==> src/design/sesg_pkg.sv <==
/*
  Constants for the standard event status group: bit positions, reset
  values and the completion-marker state encoding shared by the design.
  Assumes a command decoder upstream that turns remote common commands
  into single-cycle strobes with an 8-bit parameter where one is needed.
*/
// Function
// - set bit 0 once all commands through the completion marker executed; bits 1,6 zero
// - set bit 2 on empty-buffer read, unread reply overrun, or both buffers full
// - set bit 3 on self-test or calibration failure
// - set bit 4 on execution error in minus-two-hundred range
// - set bit 5 on command syntax error in minus-one-hundred range
// - set bit 7 when power cycled since last read or clear
// - summary bit is OR of event bits gated by enable bits
// - enable mask written as binary-weighted value; controller must supply it
// - queries answer with binary-weighted sum of set bits
// - event register read-only, latches events, read returns then clears
// - set bits stay set until read or clear-status
// - clear-status zeroes event bits, keeps enable mask
// - clear-status also clears operation, questionable, status byte and error queue
// - clear-status after message terminator also empties output queue and message-available
// - status preset leaves status byte bits unchanged
// - completion marker defers bit 0 until earlier and parallel operations finish
package sesg_pkg;
  localparam int EVENT_WIDTH = 8;
  localparam int BIT_OPC = 0;
  localparam int BIT_UNUSED1 = 1;
  localparam int BIT_QUERY = 2;
  localparam int BIT_DEVICE = 3;
  localparam int BIT_EXEC = 4;
  localparam int BIT_CMD = 5;
  localparam int BIT_UNUSED6 = 6;
  localparam int BIT_PON = 7;
  localparam logic [7:0] USED_MASK = 8'hBD;
  localparam logic [7:0] LATCH_RESET = 8'h80;
  localparam logic [7:0] ENABLE_RESET = 8'h00;
  localparam logic [7:0] READ_RESET = 8'h00;
  typedef enum logic [1:0] {
    SESG_OPC_IDLE = 2'b00,
    SESG_OPC_WAIT = 2'b01
  } sesg_opc_type;
endpackage

==> src/design/sesg_top.sv <==
/*
  Standard event status group: event latch, enable mask, summary bit,
  and the clear-status side effects on the rest of the status system.
  Assumes command strobes arrive synchronous to clk, one cycle each, and
  that the controller always supplies a parameter with an enable write.
*/
`timescale 1ns/1ps
module sesg_top #(
  parameter int EVENT_WIDTH = sesg_pkg::EVENT_WIDTH
) (
  input wire logic clk,
  input wire logic rst_n,
  input wire logic opc_cmd,
  input wire logic ops_pending,
  input wire logic query_empty_read,
  input wire logic query_interrupted,
  input wire logic query_deadlock,
  input wire logic selftest_fail,
  input wire logic cal_fail,
  input wire logic exec_error,
  input wire logic cmd_error,
  input wire logic enable_write,
  input wire logic [7:0] enable_data,
  input wire logic latch_read,
  input wire logic enable_read,
  input wire logic clear_status,
  input wire logic after_terminator,
  input wire logic status_preset,
  output logic [7:0] read_data,
  output logic read_valid,
  output logic summary,
  output logic clear_others,
  output logic clear_output_queue
);
  logic [7:0] latch_reg, latch_next;
  logic [7:0] enable_reg, enable_next;
  logic [7:0] read_data_reg, read_data_next;
  logic read_valid_reg, read_valid_next;
  logic summary_reg, summary_next;
  logic clr_oth_reg, clr_oth_next;
  logic clr_oq_reg, clr_oq_next;
  sesg_pkg::sesg_opc_type opc_reg, opc_next;
  logic opc_done;
  logic [7:0] set_vec;

  // latch and answer path are built for eight event bits only
  if (EVENT_WIDTH != sesg_pkg::EVENT_WIDTH) begin : g_width_check
    $error("sesg_top supports only the eight-bit event width");
  end

  // summary decode, shared by the normal and the preset path
  function automatic logic summary_of(input logic [7:0] lat, input logic [7:0] ena);
    return |(lat & ena);
  endfunction

  // completion marker waits for earlier work while later commands proceed
  always_comb begin
    opc_next = opc_reg;
    opc_done = 1'b0;
    case (opc_reg)
      sesg_pkg::SESG_OPC_IDLE: begin
        if (opc_cmd && !ops_pending) begin
          opc_done = 1'b1;
        end else if (opc_cmd) begin
          opc_next = sesg_pkg::SESG_OPC_WAIT;
        end
      end
      sesg_pkg::SESG_OPC_WAIT: begin
        if (!ops_pending) begin
          opc_done = 1'b1;
          opc_next = sesg_pkg::SESG_OPC_IDLE;
        end
      end
      default: opc_next = sesg_pkg::SESG_OPC_IDLE;
    endcase
    // clear-status discards a pending marker, else it would set bit 0 later
    if (clear_status) begin
      opc_next = sesg_pkg::SESG_OPC_IDLE;
    end
  end

  // event set pulses gathered into one vector
  always_comb begin
    set_vec = 8'h00;
    set_vec[sesg_pkg::BIT_OPC] = opc_done;
    set_vec[sesg_pkg::BIT_QUERY] = query_empty_read | query_interrupted | query_deadlock;
    set_vec[sesg_pkg::BIT_DEVICE] = selftest_fail | cal_fail;
    set_vec[sesg_pkg::BIT_EXEC] = exec_error;
    set_vec[sesg_pkg::BIT_CMD] = cmd_error;
  end

  // latch, mask and answers; a set in the clearing cycle survives
  always_comb begin
    latch_next = latch_reg;
    if (latch_read || clear_status) begin
      latch_next = 8'h00;
    end
    latch_next = (latch_next | set_vec) & sesg_pkg::USED_MASK;
    enable_next = enable_reg;
    if (enable_write) begin
      enable_next = enable_data;
    end
    read_valid_next = latch_read | enable_read;
    read_data_next = read_data_reg;
    if (latch_read) begin
      read_data_next = latch_reg;
    end else if (enable_read) begin
      read_data_next = enable_reg;
    end
    // registered copy, tracks latch_reg in step; no combinational output
    summary_next = summary_of(latch_next, enable_next);
    clr_oth_next = clear_status;
    clr_oq_next = clear_status & after_terminator;
    // status preset touches nothing here, status byte bits stay put
    if (status_preset) begin
      summary_next = summary_of(latch_next, enable_next);
    end
  end

  // power-on bit comes from reset itself
  always_ff @(posedge clk or negedge rst_n) begin
    if (!rst_n) begin
      latch_reg <= sesg_pkg::LATCH_RESET;
      enable_reg <= sesg_pkg::ENABLE_RESET;
      read_data_reg <= sesg_pkg::READ_RESET;
      read_valid_reg <= 1'b0;
      summary_reg <= 1'b0;
      clr_oth_reg <= 1'b0;
      clr_oq_reg <= 1'b0;
      opc_reg <= sesg_pkg::SESG_OPC_IDLE;
    end else begin
      latch_reg <= latch_next;
      enable_reg <= enable_next;
      read_data_reg <= read_data_next;
      read_valid_reg <= read_valid_next;
      summary_reg <= summary_next;
      clr_oth_reg <= clr_oth_next;
      clr_oq_reg <= clr_oq_next;
      opc_reg <= opc_next;
    end
  end

  assign read_data = read_data_reg;
  assign read_valid = read_valid_reg;
  assign summary = summary_reg;
  assign clear_others = clr_oth_reg;
  assign clear_output_queue = clr_oq_reg;

  // unused bits never seen set
  a_unused_zero: assert property (@(posedge clk) disable iff (!rst_n)
    latch_reg[1] == 1'b0 && latch_reg[6] == 1'b0)
    else $error("unused event bit set");

  // marker with nothing pending completes at once
  a_opc_sets: assert property (@(posedge clk) disable iff (!rst_n)
    (opc_cmd && !ops_pending && opc_reg == sesg_pkg::SESG_OPC_IDLE) |=> latch_reg[0])
    else $error("completion bit not set");

  // any of the three query faults lands in bit 2
  a_query_sets: assert property (@(posedge clk) disable iff (!rst_n)
    (query_empty_read || query_interrupted || query_deadlock) |=> latch_reg[2])
    else $error("query error not latched");

  // self-test or calibration failure
  a_device_sets: assert property (@(posedge clk) disable iff (!rst_n)
    (selftest_fail || cal_fail) |=> latch_reg[3])
    else $error("device error not latched");

  // execution error
  a_exec_sets: assert property (@(posedge clk) disable iff (!rst_n)
    exec_error |=> latch_reg[4])
    else $error("execution error not latched");

  // syntax error
  a_cmd_sets: assert property (@(posedge clk) disable iff (!rst_n)
    cmd_error |=> latch_reg[5])
    else $error("command error not latched");

  // power-on bit survives until read or clear
  a_pon_holds: assert property (@(posedge clk) disable iff (!rst_n)
    (latch_reg[7] && !latch_read && !clear_status) |=> latch_reg[7])
    else $error("power-on bit lost");

  // only a power cycle raises bit 7 again
  a_pon_only_reset: assert property (@(posedge clk) disable iff (!rst_n)
    !latch_reg[7] |=> !latch_reg[7])
    else $error("power-on bit set without reset");

  // summary is the enabled OR of the latch at all times
  a_summary_level: assert property (@(posedge clk) disable iff (!rst_n)
    summary_reg == |(latch_reg & enable_reg))
    else $error("summary mismatch");

  // mask takes the written value
  a_mask_write: assert property (@(posedge clk) disable iff (!rst_n)
    enable_write |=> enable_reg == $past(enable_data))
    else $error("mask write lost");

  // mask query answers the mask
  a_mask_query: assert property (@(posedge clk) disable iff (!rst_n)
    (enable_read && !latch_read) |=> read_valid_reg && read_data_reg == $past(enable_reg))
    else $error("mask read data wrong");

  // latch query answers the latch
  a_read_returns: assert property (@(posedge clk) disable iff (!rst_n)
    latch_read |=> read_valid_reg && read_data_reg == $past(latch_reg))
    else $error("latch read data wrong");

  // no answer without a query
  a_valid_pulse: assert property (@(posedge clk) disable iff (!rst_n)
    (!latch_read && !enable_read) |=> !read_valid_reg)
    else $error("answer without query");

  // answer data stands until the next query
  a_data_holds: assert property (@(posedge clk) disable iff (!rst_n)
    (!latch_read && !enable_read) |=> read_data_reg == $past(read_data_reg))
    else $error("answer data moved");

  // latch query wins over a coinciding mask query
  a_latch_wins: assert property (@(posedge clk) disable iff (!rst_n)
    (latch_read && enable_read) |=> read_data_reg == $past(latch_reg))
    else $error("mask answered over latch");

  // a read with no event in flight leaves the latch empty
  a_read_clears: assert property (@(posedge clk) disable iff (!rst_n)
    (latch_read && set_vec == 8'h00) |=> latch_reg == 8'h00)
    else $error("read did not clear");

  // reading the latch never touches the mask
  a_read_keeps_mask: assert property (@(posedge clk) disable iff (!rst_n)
    (latch_read && !enable_write) |=> enable_reg == $past(enable_reg))
    else $error("read changed enable");

  // no bit drops without read or clear
  a_bits_hold: assert property (@(posedge clk) disable iff (!rst_n)
    (!latch_read && !clear_status) |=> (latch_reg & $past(latch_reg)) == $past(latch_reg))
    else $error("event bit lost");

  // clear-status empties the latch
  a_clear_zeroes: assert property (@(posedge clk) disable iff (!rst_n)
    (clear_status && set_vec == 8'h00) |=> latch_reg == 8'h00)
    else $error("clear left event bits");

  // clear-status keeps the mask
  a_clear_keeps: assert property (@(posedge clk) disable iff (!rst_n)
    (clear_status && !enable_write) |=> enable_reg == $past(enable_reg))
    else $error("clear changed enable");

  // clear-status reaches the rest of the status system
  a_clear_others: assert property (@(posedge clk) disable iff (!rst_n)
    clear_status |=> clear_others)
    else $error("others not cleared");

  // no stray clear of the rest of the status system
  a_others_quiet: assert property (@(posedge clk) disable iff (!rst_n)
    !clear_status |=> !clear_others)
    else $error("stray clear of others");

  // clear after terminator also empties the output queue
  a_clear_oq: assert property (@(posedge clk) disable iff (!rst_n)
    (clear_status && after_terminator) |=> clear_output_queue && clear_others)
    else $error("clear side effect missing");

  // output queue kept unless clear follows a terminator
  a_outq_quiet: assert property (@(posedge clk) disable iff (!rst_n)
    !(clear_status && after_terminator) |=> !clear_output_queue)
    else $error("stray output queue clear");

  // status preset alone leaves the summary where it was
  a_preset_still: assert property (@(posedge clk) disable iff (!rst_n)
    (status_preset && set_vec == 8'h00 && !latch_read && !clear_status && !enable_write)
    |=> summary_reg == $past(summary_reg))
    else $error("preset moved summary");

  // nothing reaches the summary through an empty mask
  a_mask_gates: assert property (@(posedge clk) disable iff (!rst_n)
    enable_reg == 8'h00 |-> !summary_reg)
    else $error("summary through empty mask");

  // no completion while earlier work runs
  a_opc_defer: assert property (@(posedge clk) disable iff (!rst_n)
    (opc_reg == sesg_pkg::SESG_OPC_WAIT && ops_pending) |-> !opc_done)
    else $error("completion set early");

  // marker with pending work parks in the wait state
  a_opc_waits: assert property (@(posedge clk) disable iff (!rst_n)
    (opc_cmd && ops_pending && opc_reg == sesg_pkg::SESG_OPC_IDLE && !clear_status)
    |=> opc_reg == sesg_pkg::SESG_OPC_WAIT)
    else $error("marker did not wait");

  // pending work done sets bit 0 and frees the marker
  a_opc_finish: assert property (@(posedge clk) disable iff (!rst_n)
    (opc_reg == sesg_pkg::SESG_OPC_WAIT && !ops_pending)
    |=> latch_reg[0] && opc_reg == sesg_pkg::SESG_OPC_IDLE)
    else $error("deferred completion missing");

  // clear-status drops a waiting marker
  a_opc_cancel: assert property (@(posedge clk) disable iff (!rst_n)
    clear_status |=> opc_reg == sesg_pkg::SESG_OPC_IDLE)
    else $error("marker survived clear");

  // an event in the read cycle is kept
  a_set_wins: assert property (@(posedge clk) disable iff (!rst_n)
    (latch_read && exec_error) |=> latch_reg[4])
    else $error("set lost to clear");

  // first edge after reset shows the power-up state; no disable, reset is the cause
  a_pon_reset: assert property (@(posedge clk)
    $rose(rst_n) |-> latch_reg == sesg_pkg::LATCH_RESET && enable_reg == 8'h00)
    else $error("power-up state wrong");
endmodule

==> config.mk <==
export PLATFORM = sky130hd
export DESIGN_NAME = sesg_top
export DESIGN_NICKNAME = d
export VERILOG_FILES = /design/src/design/sesg_pkg.sv /design/src/design/sesg_top.sv
export SDC_FILE = /design/constraint.sdc
export NUM_CORES = 1
export LEC_CHECK = 0
export CAP_MARGIN = 5
export CORE_AREA = 3 3 56 58
export CTS_CLUSTER_SIZE = 24
export DETAILED_ROUTE_END_ITERATION = 6
export DIE_AREA = 0 0 59 61
export DONT_BUFFER_PORTS = 1
export PLACE_DENSITY = 0.5
export SETUP_SLACK_MARGIN = 0.02
export SLEW_MARGIN = 20
export SYNTH_ARGS = -nofsm -noshare
export SYNTH_HDL_FRONTEND = slang
export SYNTH_SLANG_ARGS = --single-unit
==> constraint.sdc <==
create_clock -name clk -period 3.06 [get_ports clk]
set_input_delay 0.153 -clock clk [delete_from_list [all_inputs] [get_ports clk]]
set_output_delay 0.153 -clock clk [all_outputs]
set_load 0.01 [all_outputs]
==> run_results.csv <==
group,metric,value,unit
logic_synthesis,synth-adder-area-share,0,%
cts,htree_num_levels,1,
timing,max_freq,679,MHz
logic_synthesis,synthMuxAreaShare,16.3,%
worst_setup_path,crit_type,"reg -> reg",
pwr,total_power,651,µW
placed_design,pre_cts_slack,1910,ps
run,cap_violations,0,
timing,period_share,48.1,%
drt,routed_wl,2.24,mm
global_routing,antenna_found_initial,0,
cts,cts_buffers,3,
placed_design,numPortBuffers,0,
die,dieHeight,61,µm
worst_setup_path,worst-path-max-fanout,2,
logic_synthesis,ys_types,19,
status,status,"completed",
die,start_util,38.5,%
timing,fin_skew,4.05,ps
logic_synthesis,synthMostInstantiatedCell,"dfrtp_1",
logic_synthesis,synth_area_leaders,"dfrtp_1, mux2_2, mux2i_1",
logic_synthesis,ys_seq_elements,27,
timing,tightest_slew,530,ps
drt,drt-pass1-iter-count,3,
timing,finalWorstPathRequiredPeriod,1470,ps
die,die_area,0.00360,mm²
timing,setup_tns,0,ps
logic_synthesis,synth_top_area_share,62.4,%
global_routing,grt.overflow.total,0,
worst_setup_path,critPathLaunchType,"register",
logic_synthesis,yosysTopAreaCell,"dfrtp_1",
cts,clock-root-buffer,"clkbuf_4",
cts,post_cts_resize_count,0,
logic_synthesis,synthCells,78,
die,top_level_ports,37,
logic_synthesis,syn_area_per_cell,13.4,µm²
final_layout,nets,133,
drt,wire_per_inst,16.2,µm
worst_setup_path,cp_cell_sequence,"a2111o_1 -> dlygate4sd3_1",
timing,finalSetupViolCount,0,
cts,cts_tree,"yes",
final_layout,syn_to_final_growth,32.7,%
drt,detail_route.drc_violations,0,
logic_synthesis,synth-simple-area-share,8.87,%
timing,relSlewSlack,64.6,%
drt,final_antenna_net_count,0,
logic_synthesis,synthArstFlopShare,100,%
logic_synthesis,synth_top_family_by_area,"multiplexers",
die,dieWidth,59,µm
cts,clk_path_buf_depth,2,
logic_synthesis,synth-main-ff-cell,"dfrtp_1",
cts,cts.sinks,27,
die,rows,19,
logic_synthesis,synthesis.area,0.00104,mm²
worst_setup_path,critical-path-max-stage-delay,570,ps
global_routing,grt_pass1_vias,790,
global_routing,track_usage,14.0,%
timing,finalWorstSetupSlack,1590,ps
cts,path_clk_slew,140,ps
worst_setup_path,required,3280,ps
global_routing,grt_max_degree,28,
final_layout,antennaDiodeCount,0,
worst_setup_path,slowest_stage,"dlygate4sd3_1",
drt,dr.first_iter.drc_count,11,
timing,drv_slew,0,
cts,insertion_delay,320,ps
worst_setup_path,end_kind,"register",
logic_synthesis,synth_compound_area_share,8.63,%
timing,hold_violations,0,
logic_synthesis,ys_top_cells_by_count,"dfrtp_1, mux2_2, mux2i_1, nand2_1, o21ai_0",
timing,holdWs,35.4,ps
placed_design,place_area,0.00107,mm²
final_layout,nFillCells,254,
pwr,p_leak,0.604,nW
pwr,p_per_area,470,mW/mm²
global_routing,grt_pass1_wl,3.68,mm
logic_synthesis,synthesis.nets,103,
timing,rsz0062_at_grt,"no",
final_layout,drive_above_1_share,15.9,%
min_path,hold_class,"in -> reg",
drt,avgViaCountPerCell,5.01,
pwr,peakVddDrop,296,µV
logic_synthesis,synth-edff-count,0,
die,core,0.00271,mm²
placed_design,gp_congestion,0.665,
final_layout,postLayoutCellArea,0.00139,mm²
logic_synthesis,synth-warning-count,0,
drt,vias,692,
logic_synthesis,synth_xor_xnor_area_share,0,%
worst_setup_path,arrival,1690,ps
logic_synthesis,synth_seq_area_share,64.9,%
## metrics by stage
step | utilization [%] | cells
global placement | 39.4 | 106
detailed placement | 39.4 | 106
CTS | 50.7 | 137
global route | 51.1 | 138
finish | 51.1 | 138
floorplan | - | 78
## area by class of cell
class | instances | area, µm² | area share [%]
Multi-Input combinational cell | 48 | 353 | 25.5
Clock buffer | 4 | 26.3 | 1.90
Sequential cell | 27 | 677 | 48.9
Timing Repair Buffer | 28 | 290 | 21.0
Tap cell | 31 | 38.8 | 2.80
## worst paths after layout
| kind | end | start | cells after the start | slack, ps |
|---|---|---|---|---|
| setup / recovery | latch_reg[2]$_DFF_PN0_ | latch_reg[2]$_DFF_PN0_ | 2 | 1590 |
| hold / removal | opc_reg[0]$_DFFE_PN0P_ | opc_cmd | 2 | 40 |
| setup reg to reg | latch_reg[2]$_DFF_PN0_ | latch_reg[2]$_DFF_PN0_ | 2 | 1590 |
| hold reg to reg | read_data[5]$_DFFE_PN0P_ | latch_reg[5]$_DFF_PN0_ | 2 | 500 |
| max in group asynchronous | latch_reg[7]$_DFF_PN1_ | rst_n | 2 | 2580 |
| min in group asynchronous | read_data[3]$_DFFE_PN0P_ | rst_n | 2 | 250 |
## kinds of logic (layout without fill, tap and decap cells)
family / count (synthesis) / in the layout
muxes: 16 / 16
buffers and inverters: 3 / 32
AOI/OAI and AO/OA: 13 / 13
and+or+nand+nor: 19 / 19
DFF: 27 / 27
## report_power, final
| group | internal, mW | switching, mW | total [mW] |
|---|---|---|---|
| registers | 0.385 | 0.0218 | 0.407 |
| clock network | 0.0509 | 0.103 | 0.154 |
| logic | 0.0566 | 0.0340 | 0.0906 |
## metal layers
layer | share of wire [%] | up-vias | GRT usage (%)
met4 | 0.58 | 0 | 4.85
met5 | 0 | - | 0
li1 | - | 330 | -
met3 | 7.0 | 2 | 3.19
met2 | 47 | 25 | 22.4
met1 | 46 | 335 | 18.9
## worst max-delay path: cells and delay by family (launching register included)
| kind | cells | cell delay (ps) |
|---|---|---|
| buffers and inverters | 1 | 570 |
| DFF | 1 | 400 |
| AOI/OAI and AO/OA | 1 | 400 |
## cell usage in the layout, fill, tap and decap left out, drive strengths merged
| cell type | n |
|---|---|
| and2 | 3 |
| a22oi | 2 |
| a211o | 1 |
| clkbuf | 4 |
| o21ai | 7 |
| a2111o | 1 |
| mux2 | 8 |
| mux2i | 8 |
| buf | 1 |
| dlygate4sd3 | 27 |
| dfrtp | 26 |
| nor2 | 5 |
| dfstp | 1 |
| nor3b | 1 |
| nand2 | 7 |
| nand4 | 1 |
| or2 | 2 |
| a21o | 2 |
## timing repair
action | CTS | global route
hold endpoints to repair | 51 | 3
buffers inserted | 0 | 0
hold buffers | 27 | 1
(Power assumes the default switching activity.)
